===== config.mk =====
export PLATFORM = sky130hd
export DESIGN_NAME = tag_alarm_group
export DESIGN_NICKNAME = d
export VERILOG_FILES = /design/src/design/tag_pkg.sv /design/src/design/tag_rise_detect.sv /design/src/design/tag_channel.sv /design/src/design/tag_alarm_group.sv
export SDC_FILE = /design/constraint.sdc
export NUM_CORES = 2
export LEC_CHECK = 0
export BUFFER_PORTS_ARGS = -buffer_cell sky130_fd_sc_hd__buf_2
export CAP_MARGIN = 20
export CELL_PAD_IN_SITES_DETAIL_PLACEMENT = 0
export CELL_PAD_IN_SITES_GLOBAL_PLACEMENT = 1
export CORE_ASPECT_RATIO = 1.25
export CORE_UTILIZATION = 50
export CTS_CLUSTER_DIAMETER = 40
export DETAILED_ROUTE_END_ITERATION = 10
export PLACE_DENSITY_LB_ADDON = 0.2
export SYNTH_ARGS = -nofsm -noshare
export SYNTH_HDL_FRONTEND = slang
export SYNTH_SLANG_ARGS = --single-unit

===== constraint.sdc =====
create_clock -name mclk -period 6.17 [get_ports mclk]
set_clock_uncertainty 0.05 [all_clocks]
set_input_delay 0.3085 -clock mclk [delete_from_list [all_inputs] [get_ports mclk]]
set_output_delay 0.3085 -clock mclk [all_outputs]
set_load 0.005 [all_outputs]

===== src/design/tag_pkg.sv =====
// constants, enumerations and carrier types of the timer alarm group
// assumes a 32-bit timer count on the same clock as the alarm logic
package tag_pkg;

	localparam int CNT_W = 32;

	// register map, byte addresses on the plain register port
	localparam logic [7:0] ADDR_STATUS = 8'h00;
	localparam logic [7:0] ADDR_COUNT  = 8'h04;
	// channel n (1..4) sits at n * 0x10; word select in addr[3:2]
	localparam logic [1:0] SEL_CFG   = 2'h0;
	localparam logic [1:0] SEL_CTRL  = 2'h1;
	localparam logic [1:0] SEL_MATCH = 2'h2;
	localparam logic [1:0] SEL_PULSE = 2'h3;

	// field positions
	localparam int CFG_STYLE_LSB   = 0;
	localparam int CFG_CYCLIC_BIT  = 4;
	localparam int CTRL_ARM_BIT    = 0;
	localparam int CTRL_DISARM_BIT = 4;
	localparam int CTRL_APPLY_BIT  = 15;
	localparam int STAT_ALARM_LSB  = 8;

	// values after reset
	localparam logic [CNT_W-1:0] RST_MATCH = 32'h0000_0000;
	localparam logic [CNT_W-1:0] RST_PULSE = 32'h0000_0000;
	localparam logic [31:0]      RST_RDATA = 32'h0000_0000;

	typedef enum logic [1:0] {
		STYLE_ABS  = 2'h0,
		STYLE_REL  = 2'h1,
		STYLE_COMB = 2'h2,
		STYLE_RSVD = 2'h3
	} tag_style_t;

	// gray along idle -> absolute wait -> relative wait -> hold
	typedef enum logic [1:0] {
		ST_IDLE = 2'h0,
		ST_ABS  = 2'h1,
		ST_REL  = 2'h3,
		ST_HOLD = 2'h2
	} tag_state_t;

	typedef struct packed {
		logic             cyclic;
		tag_style_t       style;
		logic [CNT_W-1:0] match;
		logic [CNT_W-1:0] pulse;
		logic             pend;
	} tag_cfg_t;

endpackage


===== src/design/tag_rise_detect.sv =====
// one-cycle event on each rising edge of a vector of levels
// assumes the levels come from flops on the same clock
`timescale 1ns/1ns
`default_nettype none
module tag_rise_detect #(
	parameter int N = 4
) (
	input  wire logic         mclk,    // block clock
	input  wire logic         reset_n, // async reset, active low
	input  wire logic [N-1:0] level,   // alarm levels
	output logic      [N-1:0] rise     // one-cycle rise events
);

	logic [N-1:0] prev;

	always_ff @(posedge mclk or negedge reset_n) begin
		if (!reset_n) begin
			prev <= '0;
			rise <= '0;
		end else begin
			prev <= level;
			rise <= level & ~prev;
		end
	end
endmodule
`default_nettype wire


===== src/design/tag_channel.sv =====
// one alarm channel: match engine, pulse timer, active settings
// assumes the timer count changes by one per count step, same clock
`timescale 1ns/1ns
`default_nettype none
module tag_channel (
	input  wire logic                    mclk,    // block clock
	input  wire logic                    reset_n, // async reset, low
	input  wire logic [tag_pkg::CNT_W-1:0] count, // timer count
	input  wire logic                    arm,     // arm strobe pulse
	input  wire logic                    disarm,  // disarm strobe pulse
	input  wire tag_pkg::tag_cfg_t       cfg,     // stored settings
	output logic                         enabled, // channel armed
	output logic                         applied, // stored set taken
	output logic                         alarm    // alarm level
);

	tag_pkg::tag_state_t        state;
	tag_pkg::tag_state_t        next_state;
	logic [tag_pkg::CNT_W-1:0]  prevCount;
	logic [tag_pkg::CNT_W-1:0]  activeMatch;
	logic [tag_pkg::CNT_W-1:0]  activePulse;
	logic [tag_pkg::CNT_W-1:0]  refCount;
	logic [tag_pkg::CNT_W-1:0]  remain;
	logic [tag_pkg::CNT_W-1:0]  elapsed;
	logic [tag_pkg::CNT_W-1:0]  firePulse;
	logic                       tick;
	logic                       hitAbs;
	logic                       hitRel;
	logic                       fire;
	logic                       armNow;
	logic                       follow;

	assign tick    = count != prevCount;
	assign elapsed = count - refCount;
	assign hitAbs  = tick && count == activeMatch;
	assign hitRel  = tick && elapsed == activeMatch;
	assign fire    = (state == tag_pkg::ST_ABS && hitAbs) ||
	                 (state == tag_pkg::ST_REL && hitRel);
	assign armNow  = arm && !disarm;
	assign applied = armNow || (fire && cfg.pend && !disarm);
	assign follow  = state == tag_pkg::ST_IDLE || applied;
	assign firePulse = (fire && cfg.pend) ? cfg.pulse : activePulse;
	assign enabled = state != tag_pkg::ST_IDLE;

	always_comb begin
		next_state = state;
		unique case (state)
			tag_pkg::ST_IDLE: next_state = tag_pkg::ST_IDLE;
			tag_pkg::ST_ABS: if (fire) begin
				if (cfg.style == tag_pkg::STYLE_COMB)
					next_state = tag_pkg::ST_REL;
				else if (!cfg.cyclic)
					next_state = tag_pkg::ST_HOLD;
			end
			tag_pkg::ST_REL: if (fire && !cfg.cyclic)
				next_state = tag_pkg::ST_HOLD;
			tag_pkg::ST_HOLD: next_state = tag_pkg::ST_HOLD;
		endcase
		if (armNow) begin
			unique case (cfg.style)
				tag_pkg::STYLE_ABS:  next_state = tag_pkg::ST_ABS;
				tag_pkg::STYLE_COMB: next_state = tag_pkg::ST_ABS;
				tag_pkg::STYLE_REL:  next_state = tag_pkg::ST_REL;
				tag_pkg::STYLE_RSVD: next_state = tag_pkg::ST_HOLD;
			endcase
		end
		if (disarm)
			next_state = tag_pkg::ST_IDLE;
	end

	always_ff @(posedge mclk or negedge reset_n) begin
		if (!reset_n) begin
			state       <= tag_pkg::ST_IDLE;
			prevCount   <= '0;
			activeMatch <= tag_pkg::RST_MATCH;
			activePulse <= tag_pkg::RST_PULSE;
			refCount    <= '0;
		end else begin
			state     <= next_state;
			prevCount <= count;
			if (follow) begin
				activeMatch <= cfg.match;
				activePulse <= cfg.pulse;
			end
			if (armNow || fire)
				refCount <= count;
		end
	end

	// pulse length counts timer steps, not block clocks
	always_ff @(posedge mclk or negedge reset_n) begin
		if (!reset_n) begin
			remain <= '0;
			alarm  <= 1'b0;
		end else if (disarm || armNow) begin
			remain <= '0;
			alarm  <= 1'b0;
		end else if (fire) begin
			remain <= firePulse;
			alarm  <= firePulse != '0;
		end else if (tick && remain != '0) begin
			remain <= remain - 1'b1;
			alarm  <= remain != 32'h0000_0001;
		end
	end
endmodule
`default_nettype wire


===== src/design/tag_alarm_group.sv =====
// timer alarm group: register port, per-channel storage, four channels
// assumes timerCount comes from the timer on mclk, so no synchroniser
`timescale 1ns/1ns
`default_nettype none
module tag_alarm_group #(
	parameter int NCH = 4
) (
	input  wire logic       mclk,       // block clock, 50 MHz
	input  wire logic       reset_n,    // async reset, active low
	input  wire logic [7:0] addr,       // register byte address
	input  wire logic [31:0] wrData,    // register write data
	input  wire logic       wrStrobe,   // one-cycle write strobe
	input  wire logic       rdStrobe,   // one-cycle read strobe
	input  wire logic [31:0] timerCount, // running timer count
	output logic [31:0]     rdData,     // read data, cycle after strobe
	output logic [NCH-1:0]  alarmOut,   // alarm levels, GPIO route
	output logic [NCH-1:0]  alarmEvent  // rise events to irq control
);

	// index stays one bit wide even for a single channel
	localparam int IW = (NCH > 1) ? $clog2(NCH) : 1;

	// decoded write of one channel word
	function automatic logic chanWr(
		input logic          strobe,
		input logic          hit,
		input logic [IW-1:0] idx,
		input logic [1:0]    sel,
		input int            ch,
		input logic [1:0]    want
	);
		chanWr = strobe && hit && idx == IW'(ch) && sel == want;
	endfunction

	logic [2:0]        chanField;
	logic              chanHit;
	logic [IW-1:0]     chanIdx;
	logic [1:0]        regSel;
	logic [31:0]       statusWord;
	logic [31:0]       chanWord;
	logic [31:0]       next_rdData;

	logic                       cyclic      [NCH];
	tag_pkg::tag_style_t        style       [NCH];
	logic [tag_pkg::CNT_W-1:0]  storedMatch [NCH];
	logic [tag_pkg::CNT_W-1:0]  storedPulse [NCH];
	logic [NCH-1:0]             pend;
	logic [NCH-1:0]             armVec;
	logic [NCH-1:0]             disarmVec;
	logic [NCH-1:0]             enabledVec;
	logic [NCH-1:0]             appliedVec;
	logic [NCH-1:0]             alarmLvl;
	tag_pkg::tag_cfg_t          cfgVec      [NCH];

	// only word-aligned words of existing channels decode
	assign chanField = addr[6:4];
	assign regSel    = addr[3:2];
	assign chanHit   = !addr[7] && chanField != 3'h0 &&
	                   32'(chanField) <= NCH && addr[1:0] == 2'h0;
	assign chanIdx   = IW'(chanField - 3'h1);

	// stored copies here; each engine keeps its own active set
	genvar g;
	generate
		for (g = 0; g < NCH; g++) begin : gCh
			logic cfgWr;
			logic ctrlWr;
			logic matchWr;
			logic pulseWr;

			assign cfgWr   = chanWr(wrStrobe, chanHit, chanIdx, regSel, g,
			                        tag_pkg::SEL_CFG);
			assign ctrlWr  = chanWr(wrStrobe, chanHit, chanIdx, regSel, g,
			                        tag_pkg::SEL_CTRL);
			assign matchWr = chanWr(wrStrobe, chanHit, chanIdx, regSel, g,
			                        tag_pkg::SEL_MATCH);
			assign pulseWr = chanWr(wrStrobe, chanHit, chanIdx, regSel, g,
			                        tag_pkg::SEL_PULSE);
			assign armVec[g]    = ctrlWr && wrData[tag_pkg::CTRL_ARM_BIT];
			assign disarmVec[g] = ctrlWr && wrData[tag_pkg::CTRL_DISARM_BIT];

			assign cfgVec[g] = '{cyclic: cyclic[g], style: style[g],
			                     match: storedMatch[g],
			                     pulse: storedPulse[g], pend: pend[g]};

			always_ff @(posedge mclk or negedge reset_n) begin
				if (!reset_n) begin
					cyclic[g]      <= 1'b0;
					style[g]       <= tag_pkg::STYLE_ABS;
					storedMatch[g] <= tag_pkg::RST_MATCH;
					storedPulse[g] <= tag_pkg::RST_PULSE;
				end else begin
					if (cfgWr) begin
						cyclic[g] <= wrData[tag_pkg::CFG_CYCLIC_BIT];
						style[g]  <= tag_pkg::tag_style_t'(
						             wrData[tag_pkg::CFG_STYLE_LSB +: 2]);
					end
					if (matchWr)
						storedMatch[g] <= wrData;
					if (pulseWr)
						storedPulse[g] <= wrData;
				end
			end

			// set wins over the clear by an apply in the same cycle
			always_ff @(posedge mclk or negedge reset_n) begin
				if (!reset_n)
					pend[g] <= 1'b0;
				else if (ctrlWr && wrData[tag_pkg::CTRL_APPLY_BIT] &&
				         enabledVec[g])
					pend[g] <= 1'b1;
				else if (appliedVec[g])
					pend[g] <= 1'b0;
			end

			tag_channel uChan (
				.mclk    (mclk),
				.reset_n (reset_n),
				.count   (timerCount),
				.arm     (armVec[g]),
				.disarm  (disarmVec[g]),
				.cfg     (cfgVec[g]),
				.enabled (enabledVec[g]),
				.applied (appliedVec[g]),
				.alarm   (alarmLvl[g])
			);
		end
	endgenerate

	// level straight from the channel flop
	assign alarmOut = alarmLvl;

	// edge events for the interrupt controller
	tag_rise_detect #(
		.N (NCH)
	) uRise (
		.mclk    (mclk),
		.reset_n (reset_n),
		.level   (alarmLvl),
		.rise    (alarmEvent)
	);

	// status: enables from bit 0, alarm levels from bit 8
	assign statusWord = 32'({alarmLvl, 8'(enabledVec)} &
	                    {{NCH{1'b1}}, 8'hFF}) << 0;
	// reads show what software stored, so a deferred write is visible
	assign chanWord =
		regSel == tag_pkg::SEL_CFG   ? 32'({cyclic[chanIdx], 2'h0,
		                                    style[chanIdx]}) :
		regSel == tag_pkg::SEL_CTRL  ? 32'(pend[chanIdx])
		                               << tag_pkg::CTRL_APPLY_BIT :
		regSel == tag_pkg::SEL_MATCH ? storedMatch[chanIdx] :
		                               storedPulse[chanIdx];
	// unmapped addresses read as zero
	assign next_rdData =
		addr == tag_pkg::ADDR_STATUS ? statusWord :
		addr == tag_pkg::ADDR_COUNT  ? timerCount :
		chanHit                      ? chanWord   :
		                               32'h0000_0000;

	// data stand only in the cycle after the strobe
	always_ff @(posedge mclk or negedge reset_n) begin
		if (!reset_n)
			rdData <= tag_pkg::RST_RDATA;
		else
			rdData <= rdStrobe ? next_rdData : 32'h0000_0000;
	end
endmodule
`default_nettype wire


==> results.md <==
GRT:
- The met1 layer usage reported by global route is 0.461.
- The number of antenna violations at the first check in global routing is 12.
- The number of global-route vias before repair is 40690.
- For met2 alone, demand over resource in global routing was 0.583.
- The first global-routing pass estimated 278000 um of wire.
- The most heavily used metal layer in global routing is met2.
- The largest net degree at the start of global routing is 151.
- The global routing met3 resource utilization is 0.0597.
- For this run the aggregate overflow at the end of global routing stands at 0.
- For this run, the total global-route usage over all layers was measured as 0.365.

Worst setup path:
- The buffers plus inverters on the worst setup path is 5.
- Among all stages on the critical path, the largest delay is contributed by sky130_fd_sc_hd__o41ai_4.
- The arrival time at the worst endpoint is 6060 ps.
- At the worst endpoint, the required time is 6740 ps.
- The largest single stage delay on the critical path is 840 ps.
- In this run the worst path has a maximum fanout of 64.
- The critical path crosses 17 cells after its start point.
- The element type at the critical path start is an input port.
- The number of cells traversed by the worst register-to-register path is 14.
- The cell family with the largest share of critical-path delay is compound AO/OA/AOI/OAI gates.
- Walking the worst path, the cells encountered are dlygate4sd3_1 -> buf_2 -> inv_1 -> buf_4 -> fa_1 -> nand2b_1 -> a21oi_1 -> nor3_1 -> o31ai_2 -> a41o_1 -> a31o_2 -> a21oi_1 -> or4_1 -> o41ai_4 -> a31oi_4 -> buf_4 -> mux2_1.
- The worst setup path is captured at a flip-flop.
- By startpoint and endpoint, the worst setup path is classified as input port to flip-flop.

Synthesis:
- The top-area cell type share of the netlist area is 0.420.
- The count of cell types in the netlist is 100.
- Yosys attributes the largest share of cell area to sky130_fd_sc_hd__dfrtp_1 42%, sky130_fd_sc_hd__mux2_2 14%, sky130_fd_sc_hd__xnor2_1 4.0%.
- After synthesis, the share of flip-flops with an asynchronous set or reset is 1.00.
- Synthesis handed over a netlist of 4838 instances.
- The Yosys step of the flow raised 0 warnings.
- Dividing the synthesized area by the synthesized cell count gives 10.7 sq um.
- Summing every instance area after synthesis gives 0.0517 sq mm.
- The share of the Yosys chip area taken by registers is 0.420.
- In this run, synthesis inferred 0 flip-flops with an integrated enable.
- The number of nets handed over by synthesis was 5055.
- Among all flip-flop cells after synthesis, the most frequent one is sky130_fd_sc_hd__dfrtp_1.
- The number of storage elements in the synthesis netlist is 868.
- The dominant cell type by area after synthesis is sky130_fd_sc_hd__dfrtp_1.
- By count the netlist is led by 868 x sky130_fd_sc_hd__dfrtp_1, 632 x sky130_fd_sc_hd__mux2_2, 274 x sky130_fd_sc_hd__nor2_1.
- In the post-synthesis netlist, the cell with the most instances is sky130_fd_sc_hd__dfrtp_1.

Route:
- For this run, design rule violations remaining after detail routing come to 0.
- The number of nets with antenna violations after routing is 0.
- Summed over all layers, the routed wires come to 190000 um.
- The wire length per cell after detailed routing is 29.7 um.
- The number of design-rule violations left by the first detailed-router iteration is 3641.
- The detailed-routing iteration count for the pre-antenna-repair pass is 6.
- The overall via count from detail_route is 41029.
- Dividing the detail-routed via count by the number of cells gives 6.42.

Finish:
- The post-synthesis to final-layout area growth is 13.2%.
- In the final layout, flip-flops and latches occupy 0.0217 sq mm.
- Of the cells placed in the final design, the portion with a size suffix greater than 1 is 0.244.
- After filler insertion, the fill cell instance count of the layout stands at 8924.
- The number of nets in the finished design is 5177.
- In the final layout, the multi-input gates occupy 0.0284 sq mm.
- For this run, the share of the core covered by cells in the final layout is 0.572.

Clock tree:
- In this run the deepest clock path goes through 3 buffers.
- The number of buffers created by CTS is 115.
- The cell at the root of the clock tree is sky130_fd_sc_hd__clkbuf_16.
- The count of cells resized by post-cts repair is 0.
- After clock tree synthesis, the clock-pin slew on the worst setup and hold paths is 60 ps.
- The count of H-tree levels built during CTS is 3.
- In this run the post-CTS setup repair buffer count came out at 0.
- The later-pin clock latency in the skew report is 760 ps.
- The count of hold buffers inserted by post-cts repair is 44.
- The count of clock tree sinks is 868.
- TritonCTS built the clock tree.

Flow run:
- The total of max-cap violations is 0.

Die:
- For this configuration, the core starts out at a cell density of 0.506.
- The core footprint is 0.102 sq mm.
- The chip height is 362 um.
- The number of rows in the core area is 131.
- From left edge to right edge, the die measures 290 um.
- For this design the top-level I/O count stands at 116.
- The die area is 0.105 sq mm.

STA:
- In the finished design, the share of the clock period the worst path needs comes to 0.891.
- The minimum period implied by the final worst setup slack is 5490 ps.
- The worst slew slack as a fraction of its limit is 0.225.
- The number of hold violations in the final report was 0.
- In the final timing run, aggregate negative setup slack is 0 ps.
- The slew at the pin closest to its max-slew limit is 1160 ps.
- The final-report setup violation count is 0.
- The number of max-slew violations in the final report is 0.
- Setup repair after global routing left no endpoint under its margin.
- For this run, the top clock speed supported by timing is 182 MHz.

Power:
- The static leakage is 0.0264 uW.
- The power density over cell area is 336 mW/mm^2.
- The peak supply drop is 0.000476 V.

Placed design:
- The wire-length estimate of the detail-placed layout is 143000 um.
- The port buffer count is 115.
- Routability-driven placement finished with a final weighted congestion of 1.01.

Run status:
- The flow ran to the end, and the final reports show no timing, DRC or antenna violations.

Worst hold path:
- Counting instances, the worst hold path has a depth of 2.
- The path class of the tightest hold or removal check is input port to flip-flop.
## power by group
part	internal, uW	total [uW]	leakage [uW]	switching, uW
clock	4100	6980	0.00194	2880
sequential	6210	6700	0.0118	483
combinational	2760	6010	0.0126	3250
## layout make-up
cell class,count,share of cell area
well taps,1330,0.0284
inverters,166,0.0106
repair buffers,270,0.0351
clock inverters,72,0.0155
multi-input cells,3539,0.485
diodes,7,0.000299
flip-flops and latches,868,0.371
clock buffers,142,0.0535
## worst reg2reg max path, stage by stage (launching register included)
cell and delay [ps]:
sky130_fd_sc_hd__dfrtp_1 380, sky130_fd_sc_hd__ha_1 210, sky130_fd_sc_hd__fa_1 410, sky130_fd_sc_hd__nand2b_1 190, sky130_fd_sc_hd__a21oi_1 270, sky130_fd_sc_hd__nor3_1 110, sky130_fd_sc_hd__o31ai_2 490, sky130_fd_sc_hd__a41o_1 310
sky130_fd_sc_hd__a31o_2 200, sky130_fd_sc_hd__a21oi_1 70, sky130_fd_sc_hd__or4_1 600, sky130_fd_sc_hd__o41ai_4 840, sky130_fd_sc_hd__a31oi_4 150, sky130_fd_sc_hd__buf_4 430, sky130_fd_sc_hd__mux2_1 450
## final timing paths
path                                           from                      endpoint  slack [ps]
setup reg to reg           gCh[1].uChan.refCount[0]  gCh[1].uChan.activeMatch[13]         900
min in group asynchronous                   reset_n      gCh[1].uChan.refCount[8]         100
hold / removal                            wrData[3]                   cfgVec[208]          50
setup / recovery                      timerCount[1]  gCh[1].uChan.activeMatch[13]         680
hold reg to reg                       uRise.prev[0]                 uRise.rise[0]         340
max in group asynchronous                   reset_n     gCh[3].uChan.refCount[15]        4570
## metrics by stage
step                instances  instance area, sq um  total power (uW)  hold slack, ps  setup slack, ps
floorplan                4838                 51700             11200           -37.1             1600
global placement         6122                 53900             12600             308              598
detailed placement       6125                 54000             12700             310              610
CTS                      6383                 58400             19700            3.34              837
global route             6389                 58500             20700            25.0              611
finish                   6394                 58500             19700            47.6              675
## metal layers
metal	share of wire	wire length (um)	vias up
met1	0.39	74000	20669
met4	0.069	13200	4
li1	-	-	18130
met2	0.47	89000	1721
met5	0.00014	26	-
met3	0.073	13900	505
## state kept, by name, indices dropped and copies added (netlist names)
register               flops
gCh.uChan.remain         128
rdData                    32
gCh.uChan.state            8
gCh.uChan.activePulse    128
gCh.uChan.activeMatch    128
gCh.uChan.alarm            4
cfgVec                   272
gCh.uChan.refCount       128
uRise.prev                 4
gCh.uChan.prevCount       32
uRise.rise                 4
## cell usage in the layout (no fill, tap or decap), types with 38 or more instances in the layout
master,synthesis,layout
sky130_fd_sc_hd__dfrtp_1,868,864
sky130_fd_sc_hd__inv_1,166,166
sky130_fd_sc_hd__mux4_2,68,68
sky130_fd_sc_hd__a21o_1,38,38
sky130_fd_sc_hd__a211oi_1,225,225
sky130_fd_sc_hd__nand2_1,242,242
sky130_fd_sc_hd__buf_4,4,96
sky130_fd_sc_hd__clkbuf_16,0,115
sky130_fd_sc_hd__ha_1,137,136
sky130_fd_sc_hd__nor4_1,126,126
sky130_fd_sc_hd__nand4_1,93,93
sky130_fd_sc_hd__mux2i_1,83,83
sky130_fd_sc_hd__nor3_1,112,109
sky130_fd_sc_hd__nand3_1,76,76
sky130_fd_sc_hd__dlygate4sd3_1,0,44
sky130_fd_sc_hd__o21a_1,39,38
sky130_fd_sc_hd__nor2b_1,119,117
sky130_fd_sc_hd__nor2_1,274,264
sky130_fd_sc_hd__a21oi_1,206,204
sky130_fd_sc_hd__xnor2_1,235,235
sky130_fd_sc_hd__mux2_2,632,632
sky130_fd_sc_hd__buf_2,61,114
sky130_fd_sc_hd__o21ai_0,108,108
sky130_fd_sc_hd__xor2_1,205,205
## cells by family after synthesis
logic type      Yosys count  synth area share
compound gates          879             0.117
xor+xnor                441            0.0748
fa+ha+maj               141            0.0347
buf+inv                 431            0.0335
flops                   868             0.420
mux                     814             0.192
simple gates           1264             0.127
No activity file was read; power rests on OpenSTA's default activity.
